<file path="src/pkg/ric_pkg.sv">
// shared constants and types of the restart interrupt control block
// assumes a 10 MHz sys_clk_i and an Avalon-MM register bus with byte addresses
package ric_pkg;

  // ****************************************************************
  // register map
  // ****************************************************************
  localparam logic [3:0] OFF_SIM = 4'h0;
  localparam logic [3:0] OFF_RDM = 4'h4;
  localparam logic [3:0] OFF_IE = 4'h8;
  localparam logic [3:0] OFF_ACK = 4'hC;

  // set-mask word fields
  localparam int SIM_MSE = 3;
  localparam int SIM_R75CLR = 4;
  localparam int SIM_SOUTE = 6;
  localparam int SIM_SOUT = 7;

  // read-mask word fields
  localparam int RDM_IE = 3;
  localparam int RDM_PEND = 4;
  localparam int RDM_SIN = 7;

  // enable word fields
  localparam int IE_BIT = 0;

  // values after reset
  localparam logic [2:0] MASK_RST = 3'h7;

  // ****************************************************************
  // restart vectors
  // ****************************************************************
  localparam logic [7:0] VEC_TRAP = 8'h24;
  localparam logic [7:0] VEC_R75 = 8'h3C;
  localparam logic [7:0] VEC_R65 = 8'h34;
  localparam logic [7:0] VEC_R55 = 8'h2C;

  // ****************************************************************
  // pin positions in the synchronised input vector
  // ****************************************************************
  localparam int PIN_N = 7;
  localparam int PIN_TRAP = 0;
  localparam int PIN_R75 = 1;
  localparam int PIN_R65 = 2;
  localparam int PIN_R55 = 3;
  localparam int PIN_GEN = 4;
  localparam int PIN_SIN = 5;
  localparam int PIN_HOLD = 6;

  // ****************************************************************
  // types
  // ****************************************************************
  typedef enum logic [1:0] {
    ST_IDLE = 2'b00,
    ST_PUSH = 2'b01,
    ST_JUMP = 2'b10,
    ST_ACK = 2'b11
  } ric_st_t;

  typedef enum logic [2:0] {
    SRC_NONE = 3'b000,
    SRC_TRAP = 3'b001,
    SRC_R75 = 3'b010,
    SRC_R65 = 3'b011,
    SRC_R55 = 3'b100,
    SRC_GEN = 3'b101
  } ric_src_t;

endpackage : ric_pkg

</file>
<file path="src/pkg/ric_pin_if.sv">
// carrier between the pin synchroniser and the interrupt control logic
// assumes all raw pins are asynchronous to sys_clk_i
`timescale 1ns/1ps
interface ric_pin_if;
  logic [ric_pkg::PIN_N-1:0] raw;
  logic [ric_pkg::PIN_N-1:0] lvl;
  logic [ric_pkg::PIN_N-1:0] rise;
  modport sync (input raw, output lvl, output rise);
  modport user (output raw, input lvl, input rise);
endinterface : ric_pin_if

</file>
<file path="src/core/ric_ctrl.sv">
// interrupt front end: priority, masks, enable, restart and acknowledge
// assumes the core drives sample_window_i, halt_i, rd_phase_i on sys_clk_i
// What this block does
// - trap ranks first, vectors to 24H, needs rising edge then high level
// - edge-latched restart ranks second and vectors to 3CH
// - level restarts vector to 34H and 2CH, sampled like the general request
// - pending requests resolve by fixed priority, general request last
// - program counter is pushed before the jump to the vector
// - maskable restart needs global enable set and its mask clear
// - trap is taken whatever the enable and masks
// - edge restart sets a latch that clears itself when serviced
// - set-mask word and reset also clear the edge restart latch
// - the edge latch captures pulses even while masked
// - priority ignores which handler is running
// - trap needs a low then high again before it is seen again
// - taking any interrupt clears the global enable
// - trap saves the enable; first read-mask returns it, later ones live
// - after other interrupts the read-mask shows the live enable
// - read-mask samples serial in; set-mask drives serial out
// - all interrupt pins are synchronised to the clock
// - requests are sampled only in the sample window, hold or halt
// - general request inhibits the pc increment and strobes acknowledge
// - reset clears the global enable and the hold acknowledge
// - read-mask puts serial in level on bit 7
`timescale 1ns/1ps
module ric_ctrl (
  input wire logic sys_clk_i,
  input wire logic rst_n_i,
  input wire logic [3:0] avs_address_i,
  input wire logic avs_read_i,
  input wire logic avs_write_i,
  input wire logic [31:0] avs_writedata_i,
  input wire logic [3:0] avs_byteenable_i,
  output logic [31:0] avs_readdata_o,
  output logic avs_waitrequest_o,
  input wire logic trap_i,
  input wire logic rst75_i,
  input wire logic rst65_i,
  input wire logic rst55_i,
  input wire logic general_request_i,
  input wire logic serial_in_line_i,
  input wire logic hold_request_i,
  input wire logic sample_window_i,
  input wire logic halt_i,
  input wire logic rd_phase_i,
  input wire logic [7:0] ack_data_i,
  output logic general_acknowledge_strobe_o,
  output logic pc_inc_inhibit_o,
  output logic push_pc_o,
  output logic jump_o,
  output logic [7:0] vector_o,
  output logic [7:0] ack_instr_o,
  output logic serial_out_line_o,
  output logic hold_acknowledge_o
);

  typedef struct packed {
    ric_pkg::ric_st_t st;
    ric_pkg::ric_src_t src;
    logic ie;
    logic ie_saved;
    logic trap_rdm;
    logic trap_arm;
    logic r75;
    logic [2:0] mask;
    logic sout;
    logic hold_ack;
    logic ack;
    logic rd_seen;
    logic [7:0] rdata;
    logic [7:0] vector;
    logic [7:0] instr;
  } ric_state_t;

  ric_state_t q_r;
  ric_state_t q_nxt;

  logic [ric_pkg::PIN_N-1:0] lvl;
  logic [ric_pkg::PIN_N-1:0] rise;
  logic sample;
  logic [4:0] req;
  ric_pkg::ric_src_t pick;
  logic take;
  logic acc;
  logic commit;
  logic sim_wr;
  logic sim_r75_clr;
  logic [7:0] rdm_word;

  // ****************************************************************
  // pin synchronisers
  // ****************************************************************
  ric_pin_if pins ();

  assign pins.raw = {hold_request_i, serial_in_line_i, general_request_i,
                     rst55_i, rst65_i, rst75_i, trap_i};

  ric_sync u_sync (
    .sys_clk_i (sys_clk_i),
    .rst_n_i (rst_n_i),
    .pins (pins)
  );

  assign lvl = pins.lvl;
  assign rise = pins.rise;

  // ****************************************************************
  // request qualification
  // ****************************************************************
  function automatic ric_pkg::ric_src_t ric_pick(input logic [4:0] r);
    if (r[0]) begin
      return ric_pkg::SRC_TRAP;
    end else if (r[1]) begin
      return ric_pkg::SRC_R75;
    end else if (r[2]) begin
      return ric_pkg::SRC_R65;
    end else if (r[3]) begin
      return ric_pkg::SRC_R55;
    end else if (r[4]) begin
      return ric_pkg::SRC_GEN;
    end
    return ric_pkg::SRC_NONE;
  endfunction : ric_pick

  // sampled in the next-to-last cycle, in halt and in hold
  assign sample = sample_window_i | halt_i | q_r.hold_ack;

  // trap ignores enable and masks
  assign req[0] = q_r.trap_arm & lvl[ric_pkg::PIN_TRAP];
  assign req[1] = q_r.r75 & q_r.ie & ~q_r.mask[2];
  assign req[2] = lvl[ric_pkg::PIN_R65] & q_r.ie & ~q_r.mask[1];
  assign req[3] = lvl[ric_pkg::PIN_R55] & q_r.ie & ~q_r.mask[0];
  assign req[4] = lvl[ric_pkg::PIN_GEN] & q_r.ie;

  // no notion of the running handler's rank
  assign pick = ric_pick(req);
  assign take = (q_r.st == ric_pkg::ST_IDLE) & sample &
                (pick != ric_pkg::SRC_NONE);

  // ****************************************************************
  // bus decode
  // ****************************************************************
  assign acc = avs_read_i | avs_write_i;
  assign commit = acc & q_r.ack;
  assign sim_wr = commit & avs_write_i & avs_byteenable_i[0] &
                  (avs_address_i == ric_pkg::OFF_SIM);
  assign sim_r75_clr = sim_wr & avs_writedata_i[ric_pkg::SIM_R75CLR];

  // saved enable on the first read after a trap, live afterwards
  assign rdm_word = {lvl[ric_pkg::PIN_SIN], q_r.r75, lvl[ric_pkg::PIN_R65],
                     lvl[ric_pkg::PIN_R55],
                     q_r.trap_rdm ? q_r.ie_saved : q_r.ie,
                     q_r.mask};

  // ****************************************************************
  // next state
  // ****************************************************************
  always_comb begin
    q_nxt = q_r;
    q_nxt.ack = acc & ~q_r.ack;
    q_nxt.hold_ack = lvl[ric_pkg::PIN_HOLD];

    // read data is latched in the wait cycle
    if (acc & ~q_r.ack) begin
      q_nxt.rdata = 8'h00;
      if (avs_read_i) begin
        unique case (avs_address_i)
          ric_pkg::OFF_SIM: q_nxt.rdata = {q_r.sout, 4'h0, q_r.mask};
          ric_pkg::OFF_RDM: q_nxt.rdata = rdm_word;
          ric_pkg::OFF_IE: q_nxt.rdata = {1'b0, q_r.hold_ack, q_r.st, 3'h0, q_r.ie};
          ric_pkg::OFF_ACK: q_nxt.rdata = q_r.instr;
          default: q_nxt.rdata = 8'h00;
        endcase
      end
    end

    // set-mask word
    if (sim_wr) begin
      if (avs_writedata_i[ric_pkg::SIM_MSE]) begin
        q_nxt.mask = avs_writedata_i[2:0];
      end
      if (avs_writedata_i[ric_pkg::SIM_SOUTE]) begin
        q_nxt.sout = avs_writedata_i[ric_pkg::SIM_SOUT];
      end
    end
    if (commit & avs_write_i & avs_byteenable_i[0] &
        (avs_address_i == ric_pkg::OFF_IE)) begin
      q_nxt.ie = avs_writedata_i[ric_pkg::IE_BIT];
    end
    // the read-mask access consumes the saved trap state
    if (commit & avs_read_i & (avs_address_i == ric_pkg::OFF_RDM)) begin
      q_nxt.trap_rdm = 1'b0;
    end

    // trap arms on a rise and disarms when the line drops
    q_nxt.trap_arm = lvl[ric_pkg::PIN_TRAP] &
                     (q_r.trap_arm | rise[ric_pkg::PIN_TRAP]);

    // edge restart latch, set wins over every clear
    if (sim_r75_clr | (take & (pick == ric_pkg::SRC_R75))) begin
      q_nxt.r75 = 1'b0;
    end
    if (rise[ric_pkg::PIN_R75]) begin
      q_nxt.r75 = 1'b1;
    end

    unique case (q_r.st)
      ric_pkg::ST_IDLE: begin
        if (take) begin
          q_nxt.src = pick;
          q_nxt.ie = 1'b0;
          q_nxt.trap_rdm = 1'b0;
          q_nxt.st = ric_pkg::ST_PUSH;
          case (pick)
            ric_pkg::SRC_TRAP: begin
              q_nxt.vector = ric_pkg::VEC_TRAP;
              q_nxt.ie_saved = q_r.ie;
              q_nxt.trap_rdm = 1'b1;
              q_nxt.trap_arm = rise[ric_pkg::PIN_TRAP];
            end
            ric_pkg::SRC_R75: begin
              q_nxt.vector = ric_pkg::VEC_R75;
            end
            ric_pkg::SRC_R65: begin
              q_nxt.vector = ric_pkg::VEC_R65;
            end
            ric_pkg::SRC_R55: begin
              q_nxt.vector = ric_pkg::VEC_R55;
            end
            default: begin
              q_nxt.st = ric_pkg::ST_ACK;
              q_nxt.rd_seen = 1'b0;
            end
          endcase
        end
      end
      ric_pkg::ST_PUSH: begin
        q_nxt.st = ric_pkg::ST_JUMP;
      end
      ric_pkg::ST_JUMP: begin
        q_nxt.st = ric_pkg::ST_IDLE;
      end
      ric_pkg::ST_ACK: begin
        // capture the inserted instruction while the strobe is high
        if (rd_phase_i) begin
          q_nxt.rd_seen = 1'b1;
          q_nxt.instr = ack_data_i;
        end else if (q_r.rd_seen) begin
          q_nxt.st = ric_pkg::ST_IDLE;
        end
      end
    endcase
  end

  always_ff @(posedge sys_clk_i or negedge rst_n_i) begin
    if (!rst_n_i) begin
      q_r <= '0;
      q_r.mask <= ric_pkg::MASK_RST;
    end else begin
      q_r <= q_nxt;
    end
  end

  // ****************************************************************
  // outputs
  // ****************************************************************
  assign avs_readdata_o = {24'h000000, q_r.rdata};
  assign avs_waitrequest_o = acc & ~q_r.ack;
  assign general_acknowledge_strobe_o = (q_r.st == ric_pkg::ST_ACK) &
                                        rd_phase_i;
  assign pc_inc_inhibit_o = (q_r.st == ric_pkg::ST_ACK);
  assign push_pc_o = (q_r.st == ric_pkg::ST_PUSH);
  assign jump_o = (q_r.st == ric_pkg::ST_JUMP);
  assign vector_o = q_r.vector;
  assign ack_instr_o = q_r.instr;
  assign serial_out_line_o = q_r.sout;
  assign hold_acknowledge_o = q_r.hold_ack;
endmodule : ric_ctrl

</file>
<file path="src/core/ric_sync.sv">
// two-flop synchroniser with rising edge detect for the interrupt pins
// assumes the pins are asynchronous; a third stage feeds the edge detect
`timescale 1ns/1ps
module ric_sync (
  input wire logic sys_clk_i,
  input wire logic rst_n_i,
  ric_pin_if.sync pins
);

  typedef struct packed {
    logic [ric_pkg::PIN_N-1:0] s1;
    logic [ric_pkg::PIN_N-1:0] s2;
    logic [ric_pkg::PIN_N-1:0] s3;
  } ric_sync_t;

  ric_sync_t q_r;
  ric_sync_t q_nxt;

  // ****************************************************************
  // synchroniser stages
  // ****************************************************************
  always_comb begin
    q_nxt = q_r;
    q_nxt.s1 = pins.raw;
    q_nxt.s2 = q_r.s1;
    q_nxt.s3 = q_r.s2;
  end

  always_ff @(posedge sys_clk_i or negedge rst_n_i) begin
    if (!rst_n_i) begin
      q_r <= '0;
    end else begin
      q_r <= q_nxt;
    end
  end

  assign pins.lvl = q_r.s2;
  assign pins.rise = q_r.s2 & ~q_r.s3;

endmodule : ric_sync

</file>
<file path="config.mk">
export PLATFORM = sky130hd
export DESIGN_NAME = ric_ctrl
export DESIGN_NICKNAME = d
export VERILOG_FILES = /design/src/pkg/ric_pkg.sv /design/src/pkg/ric_pin_if.sv /design/src/core/ric_ctrl.sv /design/src/core/ric_sync.sv
export SDC_FILE = /design/constraint.sdc
export NUM_CORES = 1
export LEC_CHECK = 0
export BUFFER_PORTS_ARGS = -buffer_cell sky130_fd_sc_hd__buf_2
export CORE_MARGIN = 5
export CORE_UTILIZATION = 51
export CTS_CLUSTER_DIAMETER = 100
export DETAILED_ROUTE_END_ITERATION = 10
export GPL_ROUTABILITY_DRIVEN = 0
export GPL_TIMING_DRIVEN = 0
export HOLD_SLACK_MARGIN = 0.02
export PLACE_DENSITY = 0.93
export SETUP_SLACK_MARGIN = 0.2
export SYNTH_ARGS = -nofsm -noshare
export SYNTH_HDL_FRONTEND = slang
export SYNTH_HIERARCHICAL = 1
export SYNTH_SLANG_ARGS = --single-unit
</file>
<file path="constraint.sdc">
create_clock -name sys_clk_i -period 4.2 [get_ports sys_clk_i]
set_input_delay 0.21 -clock sys_clk_i [delete_from_list [all_inputs] [get_ports sys_clk_i]]
set_output_delay 0.21 -clock sys_clk_i [all_outputs]
set_load 0.05 [all_outputs]
</file>
# == Yosys cells after proc, flatten, opt, wreduce, memory -nomap -nowiden ==
# Cells that the tools add are included.
# totals
reg_bits,57
word_cells,111
# classes
eq_ne,15
mux,30
bitwise_logic,33
reduce_logical,15
# op_table
op,n
case mux 8 bit (4 select lines),2
bitwise AND 1 bit,22
2-to-1 mux 3 bit,7
2-to-1 mux 1 bit,13
2-to-1 mux 9 bit,1
AND reduction 3 bit,3
"equality test 4 bit, second input constant",2
2-to-1 mux 8 bit,1
"inequality test 2 bit, second input constant",4
case mux 2 bit (4 select lines),1
AND reduction 2 bit,4
"equality test 3 x 2 -> 1 bit, second input constant",2
2-to-1 mux 2 bit,3
OR 1 bit,5
"equality test 2 bit, second input constant",2
"equality test 4 x 3 -> 1 bit, second input constant",1
logical NOT 4 bit,1
2-to-1 mux 4 bit,1
NOT 1 bit,4
AND reduction 4 bit,1
nonzero test 2 bit,2
nonzero test 4 bit,1
OR reduction 4 bit,1
"equality test 3 x 1 -> 1 bit, second input constant",1
8 further kinds,8

# == Depth between registers and ports, before layout ==
# Gate-level depths: netlist of the first run.
# logic_depth
ltp_word,13
ltp_mapped,5
depth_no_buf,4

# == Modules after synthesis ==
# The synthesis of the first run kept the hierarchy.
# modules_own_cells
mod,instances,cells_per_inst,area_per_inst_um2
ric_ctrl,1,195,1910.6
ric_sync,1,35,674.4

# == Least setup slack after synthesis of the first run ==
# OpenSTA, ideal clock, no wires.
# synth_path
path_type,register to register
startpoint,"register q_r, in the netlist hold_acknowledge_o"
endpoint,register q_r[31] (netlist bit)
setup_time_ns,0.120
arrival_time_ns,1.709
required_ns,4.080
slack_ns,2.371
stages_incl_launch_ff,6
period_less_slack_ns,1.829
cell_sequence,dfrtp_1 -> nor3_1 -> or3_1 -> buf_2 -> or3_1 -> a31o_1
# synth_via
elab_chain_cells,6
# synth_lines
item,line,rtl
start: declaration,ric_ctrl.sv:75,ric_state_t q_r;
start signal: assignment,ric_ctrl.sv:260,q_r <= q_nxt;
OR 1 bit,ric_ctrl.sv:126,assign sample = sample_window_i | halt_i | q_r.hold_ack;
bitwise AND 1 bit (2 in a row),ric_ctrl.sv:137,assign take = (q_r.st == ric_pkg::ST_IDLE) & sample &
bitwise AND 1 bit,ric_ctrl.sv:200,if (sim_r75_clr | (take & (pick == ric_pkg::SRC_R75))) begin
OR 1 bit,ric_ctrl.sv:200,
nonzero test 2 bit (no source line),n/a,
# Every way passes these cells.
# A chain may end at the register's enable or synchronous reset.

# == Final worst setup path of the first run ==
# layout_path
startpoint,register q_r[39] (netlist bit)
endpoint,output port general_acknowledge_strobe_o
# layout_via
elab_chain_cells,2
# layout_lines
item,line,rtl
equality test 2 bit,ric_ctrl.sv:269,assign general_acknowledge_strobe_o = (q_r.st == ric_pkg::ST_ACK) &
bitwise AND 1 bit,ric_ctrl.sv:269,
end: declaration,ric_ctrl.sv:47,"output logic general_acknowledge_strobe_o,"
# Every way passes these cells.

==> results.json, run 1 <==
{
  "final_area_um2": 3014,
  "cp.arrival_ps": 1610,
  "final_common_cell": "buf_2",
  "required_ps": 3990,
  "worst_slew_pin_slew_ps": 1031,
  "io_buffers": 60,
  "antenna_cells": 0,
  "root_buffer": "clkbuf_8",
  "critPathKind": "flip-flop to primary output",
  "reg2reg_to": "q_r[30]",
  "grt_pass1_wl_mm": 7.935,
  "mostFrequentLayoutCells": "buf_2, buf_4, dfrtp_1",
  "max-cap-violations": 0,
  "startpoint_type": "flip-flop",
  "finalSetupViolCount": 0,
  "vias_per_cell": 4.681,
  "finalPower_w": 0.001309,
  "grt_max_degree": 50,
  "cp-end-kind": "primary output",
  "finClkSkew_ps": 6.991,
  "via_count": 1746,
  "cts_resized": 0,
  "rr_startpoint": "q_r[25]",
  "area_growth_pct": 26.46,
  "drtAntennaViolNets": 0,
  "first_pass_iters": 4,
  "initial_utilization": 0.5363,
  "wl_per_cell_um": 12.88,
  "status": "finished clean",
  "min_period_ps": 1817,
  "overflow": 0,
  "cts_made_buffers": 5,
  "ios": 117,
  "numClockSinks": 49,
  "die-height_um": 78.37,
  "path_clk_slew_ps": 80,
  "power_density_nw_per_um2": 434.2,
  "ctsHtreeMaxLevel": 2,
  "critPathMaxFanout": 10,
  "place_area_um2": 2850,
  "rr_worst_depth": 4,
  "syn_area_um2": 2384,
  "finalMaxSlewViolations": 0,
  "dp_hpwl_mm": 3.742,
  "hold_path_class": "primary input to async pin",
  "drive_gt1_frac": 0.4517,
  "ir_drop_v": 0.0003462,
  "final-hold-violation-count": 0,
  "drc_errors": 0,
  "drt-total-wl_mm": 4.803,
  "cts_max_path_buffers": 2,
  "cts_tree": "yes",
  "yosysWarnings": 6,
  "first_iter_violations": 125,
  "tns_ps": 0,
  "fmax_mhz": 550.3,
  "power.leakage_nw": 1.613,
  "rrSetupSlack_ps": 2440,
  "final_nets": 382,
  "die_area_um2": 6141,
  "synthCells": 219,
  "grt_use_total": 0.1614,
  "rsz0062_at_grt": "no",
  "grt_pass1_vias": 1749,
  "rows": 24,
  "startpoint": "q_r[39]",
  "die_width_um": 78.37,
  "synth_area_per_cell_um2": 10.88,
  "grt_antenna_before_repair": 0,
  "clk_latency_ps": 300,
  "post-route-period-util": 0.4327,
  "relSlewSlack": 0.3129,
  "design.core.area_um2": 4444
}
-- worst max-delay path by stage --
stage | to | slack [ps] | cells after the start
2_1_floorplan | q_r[31] | 2370 | 5
3_3_place_gp | q_r[30] | 2490 | 5
3_5_place_dp | q_r[30] | 2500 | 5
4_1_cts | general_acknowledge_strobe_o | 2360 | 5
5_1_grt | general_acknowledge_strobe_o | 2260 | 5
6_report | general_acknowledge_strobe_o | 2380 | 5
-- report_power, final --
group	internal, W	switching [W]	leakage (nW)	total [W]
sequential	0.000532	0.0000433	0.599	0.000575
combinational	0.000163	0.000290	0.970	0.000453
clock	0.000134	0.000147	0.0445	0.000281
total	0.000829	0.000480	1.61	0.00131
-- through the flow --
step,utilization,instances,worst slack [ps],hold slack (ps)
finish,0.6782,373,2383,85.95
CTS,0.6782,373,2365,119.1
global placement,0.6413,358,2494,318.1
global route,0.6782,373,2256,130.8
detailed placement,0.6413,358,2497,319.3
floorplan,-,246,2371,-85.59
-- area by class of cell --
class | count | area [µm²]
Clock buffer | 7 | 86.33
Timing Repair Buffer | 67 | 370.4
Multi-Input combinational cell | 133 | 810.8
Clock inverter | 1 | 7.507
Buffer | 58 | 421.7
Sequential cell | 49 | 1230
Tap cell | 52 | 65.06
Fill cell | 339 | 1430
Inverter | 6 | 22.52
-- sequential cells by signal (all words and copies together) (netlist names) --
signal	cells
q_r	12
u_sync/pins.lvl	7
serial_out_line_o	1
u_sync/q_r	2
vector_o	3
ack_instr_o	8
hold_acknowledge_o	1
u_sync/q_nxt	7
avs_readdata_o	8
-- critical path, cell delays in order (launching register included) --
cell and delay, ps:
dfrtp_1 460, nand2_1 120, inv_1 80, nand2_1 250, inv_1 120, buf_2 270
-- timing repair --
action,CTS,global route
setup buffers,0,0
hold buffers,7,0
endpoints found under the hold margin,7,0
endpoints found under the setup margin,0,0
-- per-layer routing --
metal | vias up | global-route usage | wire, µm
li1 | 859 | - | -
met1 | 816 | 0.2074 | 1991
met2 | 64 | 0.2663 | 2328
met3 | 7 | 0.04005 | 421
met4 | 0 | 0.05769 | 62
met5 | - | 0 | 0
No activity file was read; power rests on OpenSTA's default activity.
==> run 2: changes to the inputs <==
ABC_AREA = 1   (was default)
CORE_UTILIZATION = 43   (was 51)
PLACE_DENSITY = 0.84   (was 0.93)
clock period = 1.6 ns   (was 4.2 ns; I/O delays follow)
==> run 2 against run 1 <==
Against the previous run:
- sequential cell count unchanged
- critical endpoint is now jump_o
- sequential power rose to 2.5 times the previous value
- largest cell class unchanged
- final area up 11%
- highest routed layer unchanged
==> results.json, run 2 <==
{
  "path_clk_slew_ps": 90,
  "ir_drop_v": 0.0006466,
  "ios": 117,
  "final_nets": 458,
  "pwr-share-seq": 0.450,
  "relSlewSlack": 0.5624,
  "mostFrequentLayoutCells": "nand2_1, buf_4, buf_2",
  "power_density_nw_per_um2": 972.9,
  "cts_tree": "yes",
  "grt_antenna_before_repair": 0,
  "tns_ps": 0,
  "power.net_switching_w": 0.001227,
  "power.leakage_nw": 1.903,
  "grt_use_total": 0.1526,
  "yosysWarnings": 6,
  "startpoint_type": "flip-flop",
  "rows": 27,
  "worst_slew_pin_slew_ps": 656.4,
  "max-cap-violations": 0,
  "initial_utilization": 0.4438,
  "antenna_cells": 0,
  "finClkSkew_ps": 5.484,
  "stdcell_count": 469,
  "design.core.area_um2": 5540,
  "drc_errors": 0,
  "cts_made_buffers": 5,
  "grt_pass1_vias": 1930,
  "die_area_um2": 7330,
  "first_pass_iters": 4,
  "grt_max_degree": 50,
  "numClockSinks": 49,
  "status": "finished clean",
  "syn_area_um2": 2459,
  "switching_share": 0.3779,
  "critPathKind": "flip-flop to primary output",
  "finalSetupViolCount": 0,
  "largest_register_ffs": 12,
  "critPathTopFamily": "buffers and inverters",
  "clockPowerShare": 0.235,
  "grt_pass1_wl_mm": 8.873,
  "ctsHtreeMaxLevel": 2,
  "cp.arrival_ps": 1240,
  "p_comb_frac": 0.316,
  "post-route-period-util": 0.8237,
  "root_buffer": "clkbuf_8",
  "required_ps": 1520,
  "timing.critical_path.buf_inv": 2,
  "worstPathCellList": "buf_4 > nor2_1 > buf_2",
  "regMostFlops": "q_r",
  "slowest_delay_ps": 410,
  "min_period_ps": 1318,
  "critPathMaxFanout": 4,
  "final_common_cell": "nand2_1",
  "drtAntennaViolNets": 0,
  "cp-end-kind": "primary output",
  "finalMaxSlewViolations": 0,
  "vias_per_cell": 4.360,
  "hold_path_class": "primary input to flip-flop",
  "io_buffers": 60,
  "fmax_mhz": 758.7,
  "clk_latency_ps": 310,
  "overflow": 0,
  "dp_hpwl_mm": 4.003,
  "cts_max_path_buffers": 2,
  "drive_gt1_frac": 0.3955,
  "internal-power_w": 0.002020,
  "dp_cells": 439,
  "via_count": 2045,
  "synthCells": 280,
  "die-height_um": 85.62,
  "rsz0062_at_grt": "yes",
  "synth_area_per_cell_um2": 8.781,
  "wl_per_cell_um": 11.70,
  "die_width_um": 85.62,
  "area_growth_pct": 35.73,
  "drt-total-wl_mm": 5.489,
  "final-hold-violation-count": 0,
  "first_iter_violations": 155,
  "cp_slowest_cell": "dfrtp_1"
}
## run 2: layer usage
| metal | track usage | part of all wire |
|---|---|---|
| met4 | 0.08345 | 0.034 |
| met5 | 0 | 0 |
| met2 | 0.2493 | 0.50 |
| met1 | 0.1819 | 0.38 |
| met3 | 0.04227 | 0.089 |
## run 2: path summary, 6_finish.rpt
path                                     from                 end  slack, ps  cells after the start
setup / recovery                      q_r[39]              jump_o        280                      3
hold / removal             avs_writedata_i[7]   serial_out_line_o         20                      3
setup reg to reg                      q_r[29]         vector_o[3]        300                      9
hold reg to reg               u_sync/q_nxt[8]  u_sync/pins.lvl[1]        360                      0
max in group asynchronous             rst_n_i             q_r[35]        750                      2
min in group asynchronous             rst_n_i     u_sync/q_nxt[7]        370                      2
## run 2: power by group through the flow
stage               sequential (W)  combinational, W  clock (W)
floorplan                  0.00147          0.000761          0
global placement           0.00148          0.000942          0
detailed placement         0.00148          0.000959          0
CTS                        0.00146          0.000997   0.000774
global route               0.00148           0.00109   0.000828
finish                     0.00146           0.00102   0.000761
## run 2: cell type report
type / instances / area, µm²
Fill cell: 460 / 2203
Sequential cell: 49 / 1232
Multi-Input combinational cell: 174 / 875.8
Timing Repair Buffer: 82 / 519.2
Buffer: 54 / 405.4
Inverter: 30 / 120.1
Tap cell: 72 / 90.09
Clock buffer: 5 / 68.82
Clock inverter: 3 / 25.02
## run 2: tightest hold or removal path, stage by stage
cell,delay [ps]
buf_2,80
nor2_1,30
a21oi_1,100
## run 2: stage by stage
stage	util	power [W]	worst slack, ps	area [µm²]	hold slack, ps
floorplan	-	0.002229	214.8	2576	-215.6
global placement	0.5355	0.002417	257.3	2967	188.6
detailed placement	0.5355	0.002440	235.1	2967	189.3
CTS	0.5876	0.003227	214.3	3256	20.58
global route	0.6023	0.003395	171.9	3337	30.45
finish	0.6023	0.003247	282.0	3337	21.20
## run 2: timing repair
action / 4_1_cts / 5_1_grt
hold buffers: 18 / 0
endpoints found under the setup margin: 1 / 55
hold endpoints to repair: 63 / 0
resized for setup: 2 / 16
pin swaps: 1 / 2
setup buffers: 1 / 3
==> run 3: changes to the inputs <==
clock period = 1.1 ns   (was 1.6 ns; I/O delays follow)
==> run 3 against run 2 <==
Against the previous run:
- the run now ends with hold timing, setup timing left
- via count increased by 19%
- combinational power increased by 140%
- global-route usage increased by 4.8 points
- sequential share of layout area decreased by 8.8 points
- critical path depth increased by 4
==> results.json, run 3 (synthesis gave the netlist of run 2 again) <==
{
  "die-height_um": 85.62,
  "final-hold-violation-count": 46,
  "ir_drop_v": 0.001059,
  "drtAntennaViolNets": 0,
  "required_ps": 1300,
  "initial_utilization": 0.4438,
  "regMostFlops": "q_r",
  "grt_max_degree": 50,
  "switching_share": 0.3613,
  "p_comb_frac": 0.413,
  "final_nets": 504,
  "layout_setup_ws_ps": -277.1,
  "hold_slack_ps": -236.6,
  "design.core.area_um2": 5540,
  "drc_errors": 0,
  "pwr-share-seq": 0.367,
  "critPathKind": "flip-flop to flip-flop",
  "internal-power_w": 0.003749,
  "power.leakage_nw": 2.337,
  "cp.arrival_ps": 1580,
  "finalSetupViolCount": 37,
  "via_count": 2439,
  "first_pass_iters": 5,
  "grt_use_total": 0.2002,
  "drive_gt1_frac": 0.5711,
  "power_density_nw_per_um2": 1337,
  "post-route-period-util": 1.252,
  "regArea_um2": 1234,
  "drt-total-wl_mm": 8.463,
  "mostFrequentLayoutCells": "buf_4, nand2_1, dfrtp_1",
  "ctsHtreeMaxLevel": 2,
  "relSlewSlack": 0.5605,
  "finClkSkew_ps": 25.54,
  "grt_antenna_before_repair": 0,
  "finalPower_w": 0.005870,
  "clockPowerShare": 0.221,
  "power.net_switching_w": 0.002121,
  "critPathMaxFanout": 6,
  "fillers": 322,
  "grt_pass1_wl_mm": 11.49,
  "tns_ps": -5291,
  "antenna_cells": 0,
  "max-cap-violations": 0,
  "fin_util": 0.7925,
  "die_area_um2": 7330,
  "path_clk_slew_ps": 110,
  "cp-end-kind": "flip-flop",
  "finalMaxSlewViolations": 0,
  "vias_per_cell": 4.736,
  "fmax_mhz": 726.2,
  "rows": 27,
  "io_buffers": 60,
  "ios": 117,
  "overflow": 0,
  "area_growth_pct": 78.58,
  "die_width_um": 85.62,
  "startpoint_type": "flip-flop",
  "grt_pass1_vias": 2434,
  "worst_slew_pin_slew_ps": 659.2,
  "cts_tree": "yes",
  "cts_made_buffers": 5,
  "wl_per_cell_um": 16.43,
  "min_period_ps": 1377,
  "multi_input_area_um2": 1107,
  "status": "complete, but fails checks",
  "cts_hold_buffers": 19,
  "largest_register_ffs": 12,
  "cts_max_path_buffers": 2,
  "root_buffer": "clkbuf_8",
  "first_iter_violations": 184,
  "clk_latency_ps": 320,
  "dp_hpwl_mm": 4.014,
  "final_common_cell": "buf_4",
  "rsz0062_at_grt": "yes",
  "hold_path_class": "primary input to async pin",
  "violations": "hold timing, setup timing",
  "numClockSinks": 49
}
==> run 3: changes by cell type in the layout (fill, tap and decap cells not counted), sizes merged <==
cell / delta
bufinv: +1
inv: -4
clkinv: +2
dlygate4sd3: +1
clkbuf: +2
buf: +44
==> run 3: routing by layer <==
layer / vias up / part of all wire / global-route usage
met5: - / 0 / 0
met4: 0 / 0.062 / 0.08921
met3: 50 / 0.075 / 0.04707
met2: 153 / 0.52 / 0.3637
met1: 1127 / 0.34 / 0.2208
li1: 1109 / - / -
==> run 3: path summary, 6_finish.rpt <==
| check | startpoint | endpoint | slack (ps) | depth (start not counted) |
|---|---|---|---|---|
| setup / recovery | q_r[35] | q_r[24] | -280 | 7 |
| hold / removal | rst_n_i | avs_readdata_o[7] | -240 | 1 |
| max in group asynchronous | rst_n_i | q_r[35] | 820 | 1 |
| min in group sys_clk_i | avs_writedata_i[6] | serial_out_line_o | 20 | 3 |
| setup reg to reg | q_r[35] | q_r[24] | -280 | 7 |
| hold reg to reg | u_sync/q_nxt[9] | u_sync/pins.lvl[2] | 340 | 0 |
==> run 3: layout make-up <==
| class | count | share of cell area |
|---|---|---|
| multi-input cells | 174 | 0.2522 |
| repair buffers | 128 | 0.2779 |
| inverters | 30 | 0.03448 |
| well taps | 72 | 0.02052 |
| flip-flops and latches | 49 | 0.2810 |
| clock inverters | 2 | 0.007979 |
| plain buffers | 54 | 0.1094 |
| clock buffers | 6 | 0.01653 |
==> run 3: stage by stage <==
step | hold slack (ps) | worst slack [ps] | cell area, µm² | std cells
CTS | -37.09 | -198.2 | 4028 | 499
finish | -236.6 | -277.1 | 4390 | 515
floorplan | -240.6 | -254.4 | 2653 | 307
global placement | 163.2 | -172.5 | 3043 | 439
global route | -173.5 | -350.4 | 4390 | 515
detailed placement | 164.3 | -224.0 | 3043 | 439
==> run 3: critical path, cell delays in order (launching register included) <==
cell and delay [ps]:
dfrtp_2 510, nand3_4 140, nand3_4 140, nor2_4 60, nor2_8 140, nand3_2 120, nand2_1 90, nand2_1 60
==> run 3: repair_timing <==
item                                    4_1_cts  5_1_grt
pin swaps                                    15       20
endpoints found under the setup margin       58       59
gates resized for setup                     124       68
endpoints found under the hold margin        65       46
cloned                                        0        1
buffers inserted                             33       15
==> run 3: power groups by stage <==
stage / registers, W / logic, W / clock network, W
after floorplan: 0.00214 / 0.00114 / 0
after global placement: 0.00215 / 0.00140 / 0
after detailed placement: 0.00216 / 0.00143 / 0
after CTS: 0.00212 / 0.00212 / 0.00127
after global routing: 0.00217 / 0.00253 / 0.00138
final: 0.00215 / 0.00242 / 0.00129
